--- src/emad_pkg.sv ---
// Constants, codes and field layout shared by the addressing-mode decode block.
// How it works
// - A four-bit mode field sits at control bits six to three.
// - The mode decides each memory pin's role and static or dynamic RAM.
// - Hardware and software reset both clear the mode field to zero.
// - Mode 0000: absolute static RAM, fifteen address lines, no chip select, 32 K.
// - Mode 0000 holds chip select zero and address line fifteen high.
// - Mode 0000 row and column strobes act only for refresh.
// - Modes 0001 to 0011: relative static RAM with one, two or four selects.
// - Modes 0100 to 0111: relative dynamic RAM, eight to eleven lines, strobes.
// - Modes 1100 to 1111: as relative dynamic RAM but absolute addressing.
// - Absolute modes post-increment the base after every access of a word.
// - Code 011 counts as 16-bit when absolute, 24-bit when relative.
// - Absolute modes pack words contiguously without power-of-two slots.
// - Relative modes give each word a power-of-two slot.
// - Bus width bit clear selects 4 bits, set selects 8 bits.
// - Word length field selects 8, 16, 24, 12, 20 or 16/24; 100 and 111 reserved.
package emad_pkg;
	localparam int CSR_W    = 24;
	localparam int ADDR_W   = 24;
	localparam int CAP_W    = 23;
	localparam int BW_BIT   = 0;
	localparam int WLEN0_BIT = 1;
	localparam int WLEN1_BIT = 2;
	localparam int WLEN2_BIT = 16;
	localparam int MODE_LSB  = 3;
	localparam int MODE_MSB  = 6;
	localparam int CS2_SEL_BIT = 17;
	localparam int CS4_SEL_LSB = 15;
	localparam int LINE15_BIT  = 15;

	localparam logic [3:0] MODE_SRAM_ABS  = 4'h0;
	localparam logic [3:0] MODE_SRAM_CS1  = 4'h1;
	localparam logic [3:0] MODE_SRAM_CS2  = 4'h2;
	localparam logic [3:0] MODE_SRAM_CS4  = 4'h3;
	localparam logic [3:0] MODE_DRAM_REL8 = 4'h4;
	localparam logic [3:0] MODE_DRAM_ABS8 = 4'hC;
	localparam logic [1:0] MODE_RSV_TOP   = 2'h2;
	localparam logic [3:0] MODE_RST       = 4'h0;

	localparam logic [2:0] WL_8     = 3'h0;
	localparam logic [2:0] WL_16    = 3'h1;
	localparam logic [2:0] WL_24    = 3'h2;
	localparam logic [2:0] WL_16D24 = 3'h3;
	localparam logic [2:0] WL_12    = 3'h5;
	localparam logic [2:0] WL_20    = 3'h6;
	localparam logic [2:0] WL_RST   = 3'h0;

	localparam logic [4:0] LINES_SRAM_ABS = 5'h0F;
	localparam logic [4:0] LINES_SRAM_CS1 = 5'h12;
	localparam logic [4:0] LINES_SRAM_CS2 = 5'h11;
	localparam logic [4:0] LINES_SRAM_CS4 = 5'h0F;
	localparam logic [4:0] LINES_DRAM_MIN = 5'h08;

	localparam logic [4:0] RLOG_SRAM_ABS = 5'h0F;
	localparam logic [4:0] RLOG_SRAM_REL = 5'h12;
	localparam logic [4:0] RLOG_SRAM_CS4 = 5'h11;
	localparam logic [4:0] RLOG_DRAM_MIN = 5'h10;

	localparam logic [CAP_W-1:0] CAP_REL_EX  = 23'h0_4000;
	localparam logic [CAP_W-1:0] CAP_ABS_EX  = 23'h0_5555;
	localparam logic [CAP_W-1:0] CAP_D24_EX  = 23'h0_2000;

	typedef enum logic [1:0] {
		KIND_SRAM_ABS = 2'b00,
		KIND_SRAM_REL = 2'b01,
		KIND_DRAM_REL = 2'b11,
		KIND_DRAM_ABS = 2'b10
	} emad_kind_e;
endpackage : emad_pkg

--- src/emad_cap_if.sv ---
// Interface that carries the latched configuration to the capacity calculator.
`timescale 1ns/1ps
interface emad_cap_if;
	logic [3:0]                 mode;
	logic                       bus_wide;
	logic [2:0]                 word_len;
	logic [emad_pkg::CAP_W-1:0] capacity;
	logic [2:0]                 accesses;
	modport calc (input mode, input bus_wide, input word_len, output capacity, output accesses);
	modport user (output mode, output bus_wide, output word_len, input capacity, input accesses);
endinterface : emad_cap_if

--- src/emad_capacity.sv ---
// Word capacity and accesses per word for the selected mode, width and length.
`timescale 1ns/1ps
module emad_capacity (
	input  wire logic   clk,
	input  wire logic   rst_n,
	emad_cap_if.calc    cfg
);
	typedef struct packed {
		logic [emad_pkg::CAP_W-1:0] capacity;
		logic [2:0]                 accesses;
	} emad_cap_s;

	emad_cap_s              st;
	emad_cap_s              next_st;
	logic [2:0]             nib;
	logic [1:0]             slot;
	logic [4:0]             rlog;
	logic [emad_pkg::CAP_W-1:0] range;
	logic                   is_abs;
	logic                   bad;

	always_comb begin
		next_st = st;
		nib = 3'h0;
		slot = 2'h0;
		bad = 1'b0;
		// The 16/24 code costs four nibbles but claims an eight-nibble slot.
		case (cfg.word_len)
			emad_pkg::WL_8: begin
				nib = 3'h2;
				slot = 2'h1;
			end
			emad_pkg::WL_12: begin
				nib = 3'h3;
				slot = 2'h2;
			end
			emad_pkg::WL_16: begin
				nib = 3'h4;
				slot = 2'h2;
			end
			emad_pkg::WL_16D24: begin
				nib = 3'h4;
				slot = 2'h3;
			end
			emad_pkg::WL_20: begin
				nib = 3'h5;
				slot = 2'h3;
			end
			emad_pkg::WL_24: begin
				nib = 3'h6;
				slot = 2'h3;
			end
			default: bad = 1'b1;
		endcase
		if (cfg.bus_wide) begin
			nib = 3'((nib + 3'h1) >> 1);
			slot = slot - 2'h1;
		end
		is_abs = (cfg.mode == emad_pkg::MODE_SRAM_ABS) || (cfg.mode[3:2] == 2'h3);
		case (cfg.mode)
			emad_pkg::MODE_SRAM_ABS: rlog = emad_pkg::RLOG_SRAM_ABS;
			emad_pkg::MODE_SRAM_CS1: rlog = emad_pkg::RLOG_SRAM_REL;
			emad_pkg::MODE_SRAM_CS2: rlog = emad_pkg::RLOG_SRAM_REL;
			emad_pkg::MODE_SRAM_CS4: rlog = emad_pkg::RLOG_SRAM_CS4;
			default: rlog = emad_pkg::RLOG_DRAM_MIN + {2'h0, cfg.mode[1:0], 1'b0};
		endcase
		if (cfg.mode[3:2] == emad_pkg::MODE_RSV_TOP) begin
			bad = 1'b1;
		end
		range = emad_pkg::CAP_W'(1) << rlog;
		next_st.accesses = bad ? 3'h0 : nib;
		if (bad) begin
			next_st.capacity = '0;
		end else if (!is_abs) begin
			next_st.capacity = range >> slot;
		end else begin
			// Constant dividers only; packing leaves no slot padding.
			case (nib)
				3'h1: next_st.capacity = range;
				3'h2: next_st.capacity = range >> 1;
				3'h3: next_st.capacity = emad_pkg::CAP_W'(range / 3);
				3'h4: next_st.capacity = range >> 2;
				3'h5: next_st.capacity = emad_pkg::CAP_W'(range / 5);
				3'h6: next_st.capacity = emad_pkg::CAP_W'(range / 6);
				default: next_st.capacity = '0;
			endcase
		end
	end

	always_ff @(posedge clk or negedge rst_n) begin
		if (!rst_n) begin
			st <= '0;
		end else begin
			st <= next_st;
		end
	end

	assign cfg.capacity = st.capacity;
	assign cfg.accesses = st.accesses;

	a_rel_slot_cap: assert property (@(posedge clk) disable iff (!rst_n)
		(cfg.mode == emad_pkg::MODE_DRAM_REL8 && !cfg.bus_wide && cfg.word_len == emad_pkg::WL_12)
		|=> cfg.capacity == emad_pkg::CAP_REL_EX)
		else $error("Relative mode does not use a power-of-two slot.");
	a_abs_packed_cap: assert property (@(posedge clk) disable iff (!rst_n)
		(cfg.mode == emad_pkg::MODE_DRAM_ABS8 && !cfg.bus_wide && cfg.word_len == emad_pkg::WL_12)
		|=> cfg.capacity == emad_pkg::CAP_ABS_EX)
		else $error("Absolute mode does not pack words contiguously.");
	a_d24_rel_cap: assert property (@(posedge clk) disable iff (!rst_n)
		(cfg.mode == emad_pkg::MODE_DRAM_REL8 && !cfg.bus_wide
		&& cfg.word_len == emad_pkg::WL_16D24) |=> cfg.capacity == emad_pkg::CAP_D24_EX)
		else $error("The 16/24 code does not take the 24-bit relative capacity.");
	a_width_access: assert property (@(posedge clk) disable iff (!rst_n)
		(cfg.word_len == emad_pkg::WL_8 && cfg.mode == emad_pkg::MODE_SRAM_ABS)
		|=> cfg.accesses == ($past(cfg.bus_wide) ? 3'h1 : 3'h2))
		else $error("Access count does not follow the bus width.");
endmodule : emad_capacity

--- src/emad_top.sv ---
// Addressing-mode decode, pin role selection and base post-increment for the memory port.
`timescale 1ns/1ps
module emad_top (
	input  wire logic                        CLK_SYS,
	input  wire logic                        RESETN,
	input  wire logic                        SOFT_RESET,
	input  wire logic                        CSR_WR,
	input  wire logic [emad_pkg::CSR_W-1:0]  CSR_WDATA,
	input  wire logic                        ACC_ACTIVE,
	input  wire logic [emad_pkg::ADDR_W-1:0] ACC_ADDR,
	input  wire logic                        ACC_DONE,
	input  wire logic                        POST_INC_EN,
	input  wire logic                        BASE_LOAD,
	input  wire logic [emad_pkg::ADDR_W-1:0] BASE_WDATA,
	input  wire logic                        ROW_REQ,
	input  wire logic                        COL_REQ,
	input  wire logic                        REFRESH_CYCLE,
	output logic [emad_pkg::CSR_W-1:0]       CSR_RDATA,
	output logic [emad_pkg::ADDR_W-1:0]      BASE_ADDR_REG,
	output logic                             BASE_INC,
	output logic                             WORD_DONE,
	output logic [3:0]                       MEM_CHIP_SEL_N,
	output logic                             MEM_ADDR_LINE_15,
	output logic                             MEM_ROW_STROBE_N,
	output logic                             MEM_COL_STROBE_N,
	output logic                             IS_DRAM,
	output logic                             IS_ABSOLUTE,
	output logic                             MODE_RESERVED,
	output logic [4:0]                       ADDR_LINE_COUNT,
	output logic [emad_pkg::CAP_W-1:0]       WORD_CAPACITY,
	output logic [2:0]                       ACCESSES_PER_WORD
);
	typedef struct packed {
		logic [3:0]                 addr_mode_sel;
		logic                       bus_width_sel;
		logic [2:0]                 word_len_sel;
		logic [emad_pkg::ADDR_W-1:0] base_addr_reg;
		logic [2:0]                 acc_cnt;
		logic                       base_inc;
		logic                       word_done;
		emad_pkg::emad_kind_e       kind;
		logic                       mode_rsv;
		logic [4:0]                 addr_lines;
		logic [3:0]                 chip_sel_n;
		logic                       addr_line_15;
		logic                       row_n;
		logic                       col_n;
		logic                       is_dram;
		logic                       is_abs;
	} emad_top_s;

	emad_top_s   st;
	emad_top_s   next_st;
	logic        last;
	logic        dram;
	emad_cap_if  cap ();

	assign cap.mode     = st.addr_mode_sel;
	assign cap.bus_wide = st.bus_width_sel;
	assign cap.word_len = st.word_len_sel;

	emad_capacity u_capacity (
		.clk   (CLK_SYS),
		.rst_n (RESETN),
		.cfg   (cap)
	);

	always_comb begin
		next_st = st;
		next_st.base_inc = 1'b0;
		next_st.word_done = 1'b0;
		if (CSR_WR) begin
			next_st.addr_mode_sel = CSR_WDATA[emad_pkg::MODE_MSB:emad_pkg::MODE_LSB];
			next_st.bus_width_sel = CSR_WDATA[emad_pkg::BW_BIT];
			next_st.word_len_sel = {CSR_WDATA[emad_pkg::WLEN2_BIT],
				CSR_WDATA[emad_pkg::WLEN1_BIT], CSR_WDATA[emad_pkg::WLEN0_BIT]};
		end
		// A zero access count (reserved setting) ends a word on every access.
		last = ({1'b0, st.acc_cnt} + 4'h1) >= {1'b0, cap.accesses};
		if (ACC_DONE) begin
			next_st.acc_cnt = last ? 3'h0 : st.acc_cnt + 3'h1;
			next_st.word_done = last;
			next_st.base_inc = POST_INC_EN && (st.kind == emad_pkg::KIND_SRAM_ABS
				|| st.kind == emad_pkg::KIND_DRAM_ABS || last);
		end
		// A load from software takes priority over a post-increment in the same cycle.
		if (BASE_LOAD) begin
			next_st.base_addr_reg = BASE_WDATA;
		end else if (next_st.base_inc) begin
			next_st.base_addr_reg = st.base_addr_reg + 24'h00_0001;
		end
		if (SOFT_RESET) begin
			next_st.addr_mode_sel = emad_pkg::MODE_RST;
			next_st.bus_width_sel = 1'b0;
			next_st.word_len_sel = emad_pkg::WL_RST;
			next_st.base_addr_reg = '0;
			next_st.acc_cnt = 3'h0;
			next_st.base_inc = 1'b0;
			next_st.word_done = 1'b0;
		end
		next_st.mode_rsv = 1'b0;
		next_st.chip_sel_n = 4'hF;
		next_st.addr_line_15 = 1'b0;
		next_st.addr_lines = 5'h00;
		next_st.kind = emad_pkg::KIND_SRAM_ABS;
		case (next_st.addr_mode_sel)
			emad_pkg::MODE_SRAM_ABS: begin
				next_st.addr_lines = emad_pkg::LINES_SRAM_ABS;
				next_st.addr_line_15 = 1'b1;
			end
			emad_pkg::MODE_SRAM_CS1: begin
				next_st.kind = emad_pkg::KIND_SRAM_REL;
				next_st.addr_lines = emad_pkg::LINES_SRAM_CS1;
				next_st.addr_line_15 = ACC_ADDR[emad_pkg::LINE15_BIT];
				next_st.chip_sel_n[0] = ~ACC_ACTIVE;
			end
			emad_pkg::MODE_SRAM_CS2: begin
				next_st.kind = emad_pkg::KIND_SRAM_REL;
				next_st.addr_lines = emad_pkg::LINES_SRAM_CS2;
				next_st.addr_line_15 = ACC_ADDR[emad_pkg::LINE15_BIT];
				next_st.chip_sel_n[ACC_ADDR[emad_pkg::CS2_SEL_BIT]] = ~ACC_ACTIVE;
			end
			emad_pkg::MODE_SRAM_CS4: begin
				next_st.kind = emad_pkg::KIND_SRAM_REL;
				next_st.addr_lines = emad_pkg::LINES_SRAM_CS4;
				next_st.chip_sel_n[ACC_ADDR[emad_pkg::CS4_SEL_LSB +: 2]] = ~ACC_ACTIVE;
			end
			default: begin
				if (next_st.addr_mode_sel[3:2] == emad_pkg::MODE_RSV_TOP) begin
					next_st.mode_rsv = 1'b1;
				end else begin
					// Dynamic RAM modes: no chip select, lines grow by one per step.
					next_st.kind = next_st.addr_mode_sel[3] ? emad_pkg::KIND_DRAM_ABS
						: emad_pkg::KIND_DRAM_REL;
					next_st.addr_lines = emad_pkg::LINES_DRAM_MIN
						+ {3'h0, next_st.addr_mode_sel[1:0]};
				end
			end
		endcase
		dram = next_st.kind == emad_pkg::KIND_DRAM_REL
			|| next_st.kind == emad_pkg::KIND_DRAM_ABS;
		next_st.is_dram = dram;
		next_st.is_abs = next_st.kind == emad_pkg::KIND_SRAM_ABS
			|| next_st.kind == emad_pkg::KIND_DRAM_ABS;
		// Static RAM modes keep the strobes for refresh of any dynamic parts on the bus.
		next_st.row_n = ~(ROW_REQ && !next_st.mode_rsv && (dram || REFRESH_CYCLE));
		next_st.col_n = ~(COL_REQ && !next_st.mode_rsv && (dram || REFRESH_CYCLE));
	end

	always_ff @(posedge CLK_SYS or negedge RESETN) begin
		if (!RESETN) begin
			st <= '0;
			st.chip_sel_n <= 4'hF;
			st.addr_line_15 <= 1'b1;
			st.addr_lines <= emad_pkg::LINES_SRAM_ABS;
			st.row_n <= 1'b1;
			st.col_n <= 1'b1;
			st.is_abs <= 1'b1;
		end else begin
			st <= next_st;
		end
	end

	always_comb begin
		CSR_RDATA = '0;
		CSR_RDATA[emad_pkg::BW_BIT] = st.bus_width_sel;
		CSR_RDATA[emad_pkg::WLEN0_BIT] = st.word_len_sel[0];
		CSR_RDATA[emad_pkg::WLEN1_BIT] = st.word_len_sel[1];
		CSR_RDATA[emad_pkg::WLEN2_BIT] = st.word_len_sel[2];
		CSR_RDATA[emad_pkg::MODE_MSB:emad_pkg::MODE_LSB] = st.addr_mode_sel;
	end

	assign BASE_ADDR_REG     = st.base_addr_reg;
	assign BASE_INC          = st.base_inc;
	assign WORD_DONE         = st.word_done;
	assign MEM_CHIP_SEL_N    = st.chip_sel_n;
	assign MEM_ADDR_LINE_15  = st.addr_line_15;
	assign MEM_ROW_STROBE_N  = st.row_n;
	assign MEM_COL_STROBE_N  = st.col_n;
	assign IS_DRAM           = st.is_dram;
	assign IS_ABSOLUTE       = st.is_abs;
	assign MODE_RESERVED     = st.mode_rsv;
	assign ADDR_LINE_COUNT   = st.addr_lines;
	assign WORD_CAPACITY     = cap.capacity;
	assign ACCESSES_PER_WORD = cap.accesses;

	a_mode_write: assert property (@(posedge CLK_SYS) disable iff (!RESETN)
		(CSR_WR && !SOFT_RESET) |=> CSR_RDATA[emad_pkg::MODE_MSB:emad_pkg::MODE_LSB]
		== $past(CSR_WDATA[emad_pkg::MODE_MSB:emad_pkg::MODE_LSB]))
		else $error("Mode field does not take the written bits.");
	a_soft_clear: assert property (@(posedge CLK_SYS) disable iff (!RESETN)
		SOFT_RESET |=> CSR_RDATA == '0 && BASE_ADDR_REG == '0)
		else $error("Software reset does not clear the mode field.");
	a_abs_sram_pins: assert property (@(posedge CLK_SYS) disable iff (!RESETN)
		(CSR_RDATA[emad_pkg::MODE_MSB:emad_pkg::MODE_LSB] == emad_pkg::MODE_SRAM_ABS)
		|-> MEM_CHIP_SEL_N == 4'hF && MEM_ADDR_LINE_15
		&& ADDR_LINE_COUNT == emad_pkg::LINES_SRAM_ABS && !IS_DRAM)
		else $error("Mode 0000 pins are not held high.");
	a_refresh_only: assert property (@(posedge CLK_SYS) disable iff (!RESETN)
		(!IS_DRAM && (!MEM_ROW_STROBE_N || !MEM_COL_STROBE_N)) |-> $past(REFRESH_CYCLE))
		else $error("Strobe fired outside refresh in a static RAM mode.");
	a_dram_no_cs: assert property (@(posedge CLK_SYS) disable iff (!RESETN)
		IS_DRAM |-> MEM_CHIP_SEL_N == 4'hF && ADDR_LINE_COUNT >= emad_pkg::LINES_DRAM_MIN
		&& ADDR_LINE_COUNT <= emad_pkg::LINES_DRAM_MIN + 5'h03)
		else $error("Dynamic RAM mode drives a chip select.");
	a_abs_inc_each: assert property (@(posedge CLK_SYS) disable iff (!RESETN)
		(ACC_DONE && POST_INC_EN && IS_ABSOLUTE && !BASE_LOAD && !SOFT_RESET)
		|=> BASE_INC && BASE_ADDR_REG == $past(BASE_ADDR_REG) + 24'h00_0001)
		else $error("Absolute mode missed a per-access increment.");
	a_rel_inc_word: assert property (@(posedge CLK_SYS) disable iff (!RESETN)
		(ACC_DONE && !IS_ABSOLUTE && !last && !BASE_LOAD && !SOFT_RESET)
		|=> !BASE_INC && $stable(BASE_ADDR_REG))
		else $error("Relative mode incremented inside a word.");
	a_reserved_dark: assert property (@(posedge CLK_SYS) disable iff (!RESETN)
		MODE_RESERVED |-> (MEM_CHIP_SEL_N == 4'hF && MEM_ROW_STROBE_N && MEM_COL_STROBE_N)
		##1 (WORD_CAPACITY == '0))
		else $error("Reserved mode drives a memory pin.");
endmodule : emad_top

--- config.mk ---
export PLATFORM = sky130hd
export DESIGN_NAME = emad_top
export DESIGN_NICKNAME = d
export VERILOG_FILES = /design/src/emad_pkg.sv /design/src/emad_cap_if.sv /design/src/emad_capacity.sv /design/src/emad_top.sv
export SDC_FILE = /design/constraint.sdc
export NUM_CORES = 1
export LEC_CHECK = 0
export ABC_AREA = 0
export BUFFER_PORTS_ARGS = -buffer_cell sky130_fd_sc_hd__buf_2
export CORE_ASPECT_RATIO = 1.4
export CORE_MARGIN = 4
export CORE_UTILIZATION = 28
export DETAILED_ROUTE_END_ITERATION = 16
export HOLD_SLACK_MARGIN = 0.05
export PLACE_DENSITY = 0.52
export SLEW_MARGIN = 20
export SYNTH_ARGS = -nofsm -noshare
export SYNTH_HDL_FRONTEND = slang
export SYNTH_SLANG_ARGS = --single-unit
--- constraint.sdc ---
create_clock -name CLK_SYS -period 41.4 [get_ports CLK_SYS]
set_input_delay 2.07 -clock CLK_SYS [delete_from_list [all_inputs] [get_ports CLK_SYS]]
set_output_delay 2.07 -clock CLK_SYS [all_outputs]
set_load 0.01 [all_outputs]
After elaboration in Yosys (flattened, before gate mapping) --
Cells that the tools add are included.
Storage, ports and cells: register bits after elaboration 80, output and inout port bits 91
Operators by class: add/sub/neg operators 7, divide/modulo/power cells 3, order comparisons 5, eq/ne operators 23, shift-type cells 2, multiplexer cells 31, bitwise operators 7, reduce and logical (&&, ||, !) cells 31
Operators by type and width (count):
- 23-bit case mux with 6 select lines | 1
- 23-bit by 3-bit divider with 32-bit output (second input constant) | 2
- 24-bit 2-to-1 mux | 2
- 23-bit 2-to-1 mux | 2
- 37-bit 2-to-1 mux | 1
- 23-bit by 2-bit divider with 32-bit output (second input constant) | 1
- 5-bit case mux with 3 select lines | 2
- 24-bit by 1-bit adder with 24-bit output (second input constant) | 1
- 1-bit by 5-bit left shift with 23-bit output (first input constant) | 1
- 23-bit by 2-bit right shift with 23-bit output | 1
- 4-bit by 2-bit equality test with 1-bit output (second input constant) | 4
- 3-bit equality test (second input constant) | 5
- 3-bit case mux with 5 select lines | 1
- 2-bit equality test (second input constant) | 6
- 3-bit by 2-bit equality test with 1-bit output (second input constant) | 4
- 5-bit 2-to-1 mux | 2
- 2-bit OR reduction | 5
- 3-bit 2-to-1 mux | 3
- 4-bit by 1-bit equality test with 1-bit output (second input constant) | 2
- 4-bit logical NOT | 2
- 8-bit 2-to-1 mux | 1
- 4-bit bitwise OR | 2
- 1-bit logical AND | 7
- 1-bit 2-to-1 mux | 7
- 31 further kinds | 44

Depth between registers and ports, before layout --
depth in word-level cells 16, mapped depth 197, depth with buffers taken out 188

By module --
A second synthesis with hierarchy kept.
Unflattened totals: cell total of the unflattened synthesis 1850, area total of the unflattened synthesis 13670.6 sq um
By module, submodules not included:
- emad_capacity | instances 1, cells each 1512, area an instance 10445.0 sq um, sequential area each 650.6 sq um
- emad_top | instances 1, cells each 338, area an instance 3225.6 sq um, sequential area each 1341.3 sq um

Worst setup path before layout --
No wires, ideal clock.
path kind register to register, start point register st, in the netlist cap.bus_wide, end point register u_capacity.st, in the netlist u_capacity.cfg.capacity[0], library setup time 0.140 ns, arrival 42.560 ns, required time 41.260 ns, slack -1.300 ns, cell stages (with the launch flop) 188, cells stage by stage dfrtp_1 nor3b_2 inv_1 nor2_1 ha_1 or3_1 and4_1 a21oi_1 inv_2 ha_1 a21oi_1 nand2_1 o31ai_1 ha_1 a21oi_1 nand2_1 a2111oi_4 nor2_1 [... 152 more ...] nand3b_1 nor3_2 nor2_1 ha_1 nor2b_1 o21ai_0 nand2b_1 or3_1 or4b_4 nor3_1 nor2_1 ha_1 a21o_1 a2111oi_0 o211a_1 nand4_1 nor3_1 a41oi_1
RTL lines:
- start: declaration | line emad_top.sv:52 | emad_top_s st;
- start signal: assignment | line emad_top.sv:160 | st <= next_st;
- end signal: assignment | line emad_capacity.sv:94 | st <= next_st;
- end: declaration | line emad_capacity.sv:13 | emad_cap_s st;

==> metrics.cfg <==
[placed_design]
dp_slack_ns=0.137
gp_congestion=0.942
dpl.hpwl_mm=36.5
port_buffers=120

[layout]
n_fill_cell=5074
diodes=0
final_common_cell=nor2_1
layout-drive-gt1-share_pct=23.2
syn_to_final_growth_pct=20.8
final_cell_mix=211 x nor2_1, 175 x buf_4, 164 x nand2_1
finalNetCount=2208

[critical_path]
slowest_delay_ns=0.56
crit_fanout=10
crit_family=simple AND/OR/NAND/NOR gates
path_class=register to register
critPathArrivalTime_ns=38.94
r2r_setup_slack_ns=2.66
critPathBufInv=15
worstRegToRegCells=191
cp_data_required_time_ns=41.60
cp_num_cells=191
endpoint_kind=register
crit_slowest_cell=or4b_4
cp-start-kind=register
worst_path_most_repeated_cell=ha_1

[logic_synthesis]
synth-seq-cells=78
synth.mux.area_fraction_pct=3.69
synthTopCellsByArea=dfrtp_1 13%, ha_1 7.3%, nor2_1 6.3%
ys_types=120
synth_top_family_by_area=simple AND/OR/NAND/NOR gates
yosys_warnings=0
synth_compound_area_share_pct=29.9
async_flop_share_pct=100
synth_top_area_cell=dfrtp_1
synth_enable_flop_cells=0
syn_area_mm2=0.0132
synth.top_cell.area_share_pct=12.5
ys.flop_type=dfrtp_1
synthXorXnorAreaFrac_pct=6.17
synth-simple-area-share_pct=32.0
syn_area_per_cell_um2=7.27
netlist_instances=1817
synthAdderAreaFrac_pct=7.29
synth-seq-area-share_pct=14.9

[floorplan]
rows=93
fp.dieArea_mm2=0.0508
initial_core_util_pct=28.5
die-height_um=265
die_w_um=192
core-area_mm2=0.0463
ios=174

[route]
viasPerCell=5.38
vias=14400
wirelength_mm=45.1
drt-initial-drc-count=759
dr.pass1.iters=5
drcViolationCount=0
ant_nets=0
wl_per_cell_um=16.9

[sta]
post-route-min-period_ns=38.74
slew_violations=0
final.setup.worst_slack_ns=2.66
hold_violations=0
period_share_pct=93.6
worst_pin_slew_ns=0.987
finalClockSkew_ns=0.0235
setup_viol=0
holdWs_ns=0.585
slew_headroom_pct=33.8
fmax_mhz=25.8

[global_routing]
grt_pass1_wl_mm=72.5
grt_max_degree=71
antenna_found_initial=1
grt_pass1_vias=14200
grt.total_usage_pct=17.2
grt_overflow=0

[hold_path]
hp-class=register to register
whs_path_depth=2

[clocking]
clk_latency_ns=0.38
cts_buffers=9
clk_path_buf_depth=2
htreeDepth=3
cts.sink_count=78
cts_root_buf=clkbuf_16
cts_tree=done
hold_buffers=0
clk_pin_slew_worst_paths_ns=0.07

[run]
drv_cap=0

[status]
status=finished clean

-- worst min-delay path, cell delays in order, from the launching register on --
cell and delay [ns]:
dfrtp_1 0.40, nand2b_1 0.08, a21oi_1 0.06
-- logic make-up after synthesis --
| group | Yosys count |
|---|---|
| buf+inv | 150 |
| simple gates | 818 |
| other cells | 2 |
| flops | 78 |
| xor+xnor | 93 |
| compound gates | 554 |
| mux | 45 |
| fa+ha+maj | 77 |
-- registers in the layout, indices dropped and copies added (netlist names), 3 cells and up --
signal                   flops
ADDR_LINE_COUNT              5
BASE_ADDR_REG               24
MEM_CHIP_SEL_N               4
cap.mode                     3
cap.word_len                 3
st                           4
u_capacity.cfg.accesses      3
u_capacity.cfg.capacity     23
-- cell usage after synthesis, types with 28 or more instances --
master / count
nor2_1: 221
nand2_1: 167
o21ai_0: 112
a21oi_1: 111
ha_1: 77
nor3_1: 71
dfrtp_1: 66
nand3_1: 61
buf_4: 58
xnor2_1: 53
inv_1: 41
o21a_1: 40
xor2_1: 40
clkbuf_1: 39
nand2b_1: 33
nand4_1: 31
nor2b_1: 31
or3_1: 31
mux2i_1: 30
and2_1: 28
-- per-layer routing --
layer / global-route usage [%] / routed length, um / up-vias
met5: 0 / 0 / -
met4: 6.74 / 1560 / 0
met3: 1.69 / 1670 / 76
met2: 31.4 / 22600 / 335
met1: 20.6 / 19300 / 6772
li1: - / - / 7193
-- final timing paths --
check | start | endpoint
setup / recovery | cap.mode[0]$_DFF_PN0_ | u_capacity.cfg.capacity[0]$_DFF_PN0_
hold / removal | st[20]$_DFFE_PN0P_ | st[20]$_DFFE_PN0P_
setup reg to reg | cap.mode[0]$_DFF_PN0_ | u_capacity.cfg.capacity[0]$_DFF_PN0_
hold reg to reg | st[20]$_DFFE_PN0P_ | st[20]$_DFFE_PN0P_
max in group asynchronous | RESETN | cap.mode[0]$_DFF_PN0_
min in group asynchronous | RESETN | u_capacity.cfg.capacity[15]$_DFF_PN0_
-- final cells by class --
type,count,area [um^2],area share [%]
Clock buffer,9,225,1.41
Clock inverter,7,57.6,0.361
Inverter,45,176,1.11
Multi-Input combinational cell,1620,10800,68.0
Sequential cell,78,1970,12.3
Tap cell,617,772,4.84
Timing Repair Buffer,294,1910,12.0
-- per-stage QoR --
stage / utilization, % / instance area [um^2] / setup TNS (ns) / std cells
after detailed placement: 33.0 / 15300 / 0 / 2632
after CTS: 33.6 / 15600 / 0 / 2648
after global routing: 34.4 / 16000 / -0.117 / 2670
after global placement: 33.0 / 15300 / 0 / 2632
final: 34.4 / 16000 / 0 / 2670
after floorplan: - / 13400 / 0 / 1848
-- repair_timing --
| item | 4_1_cts | 5_1_grt |
|---|---|---|
| setup endpoints to repair | 1 | 2 |
| hold endpoints to repair | 0 | 0 |
| setup buffers | 0 | 22 |
| pin swaps | 0 | 15 |
| resized for setup | 3 | 59 |
Power is not shown: default switching activity piles up to over one toggle a cycle in this logic, so the estimate is an artifact.
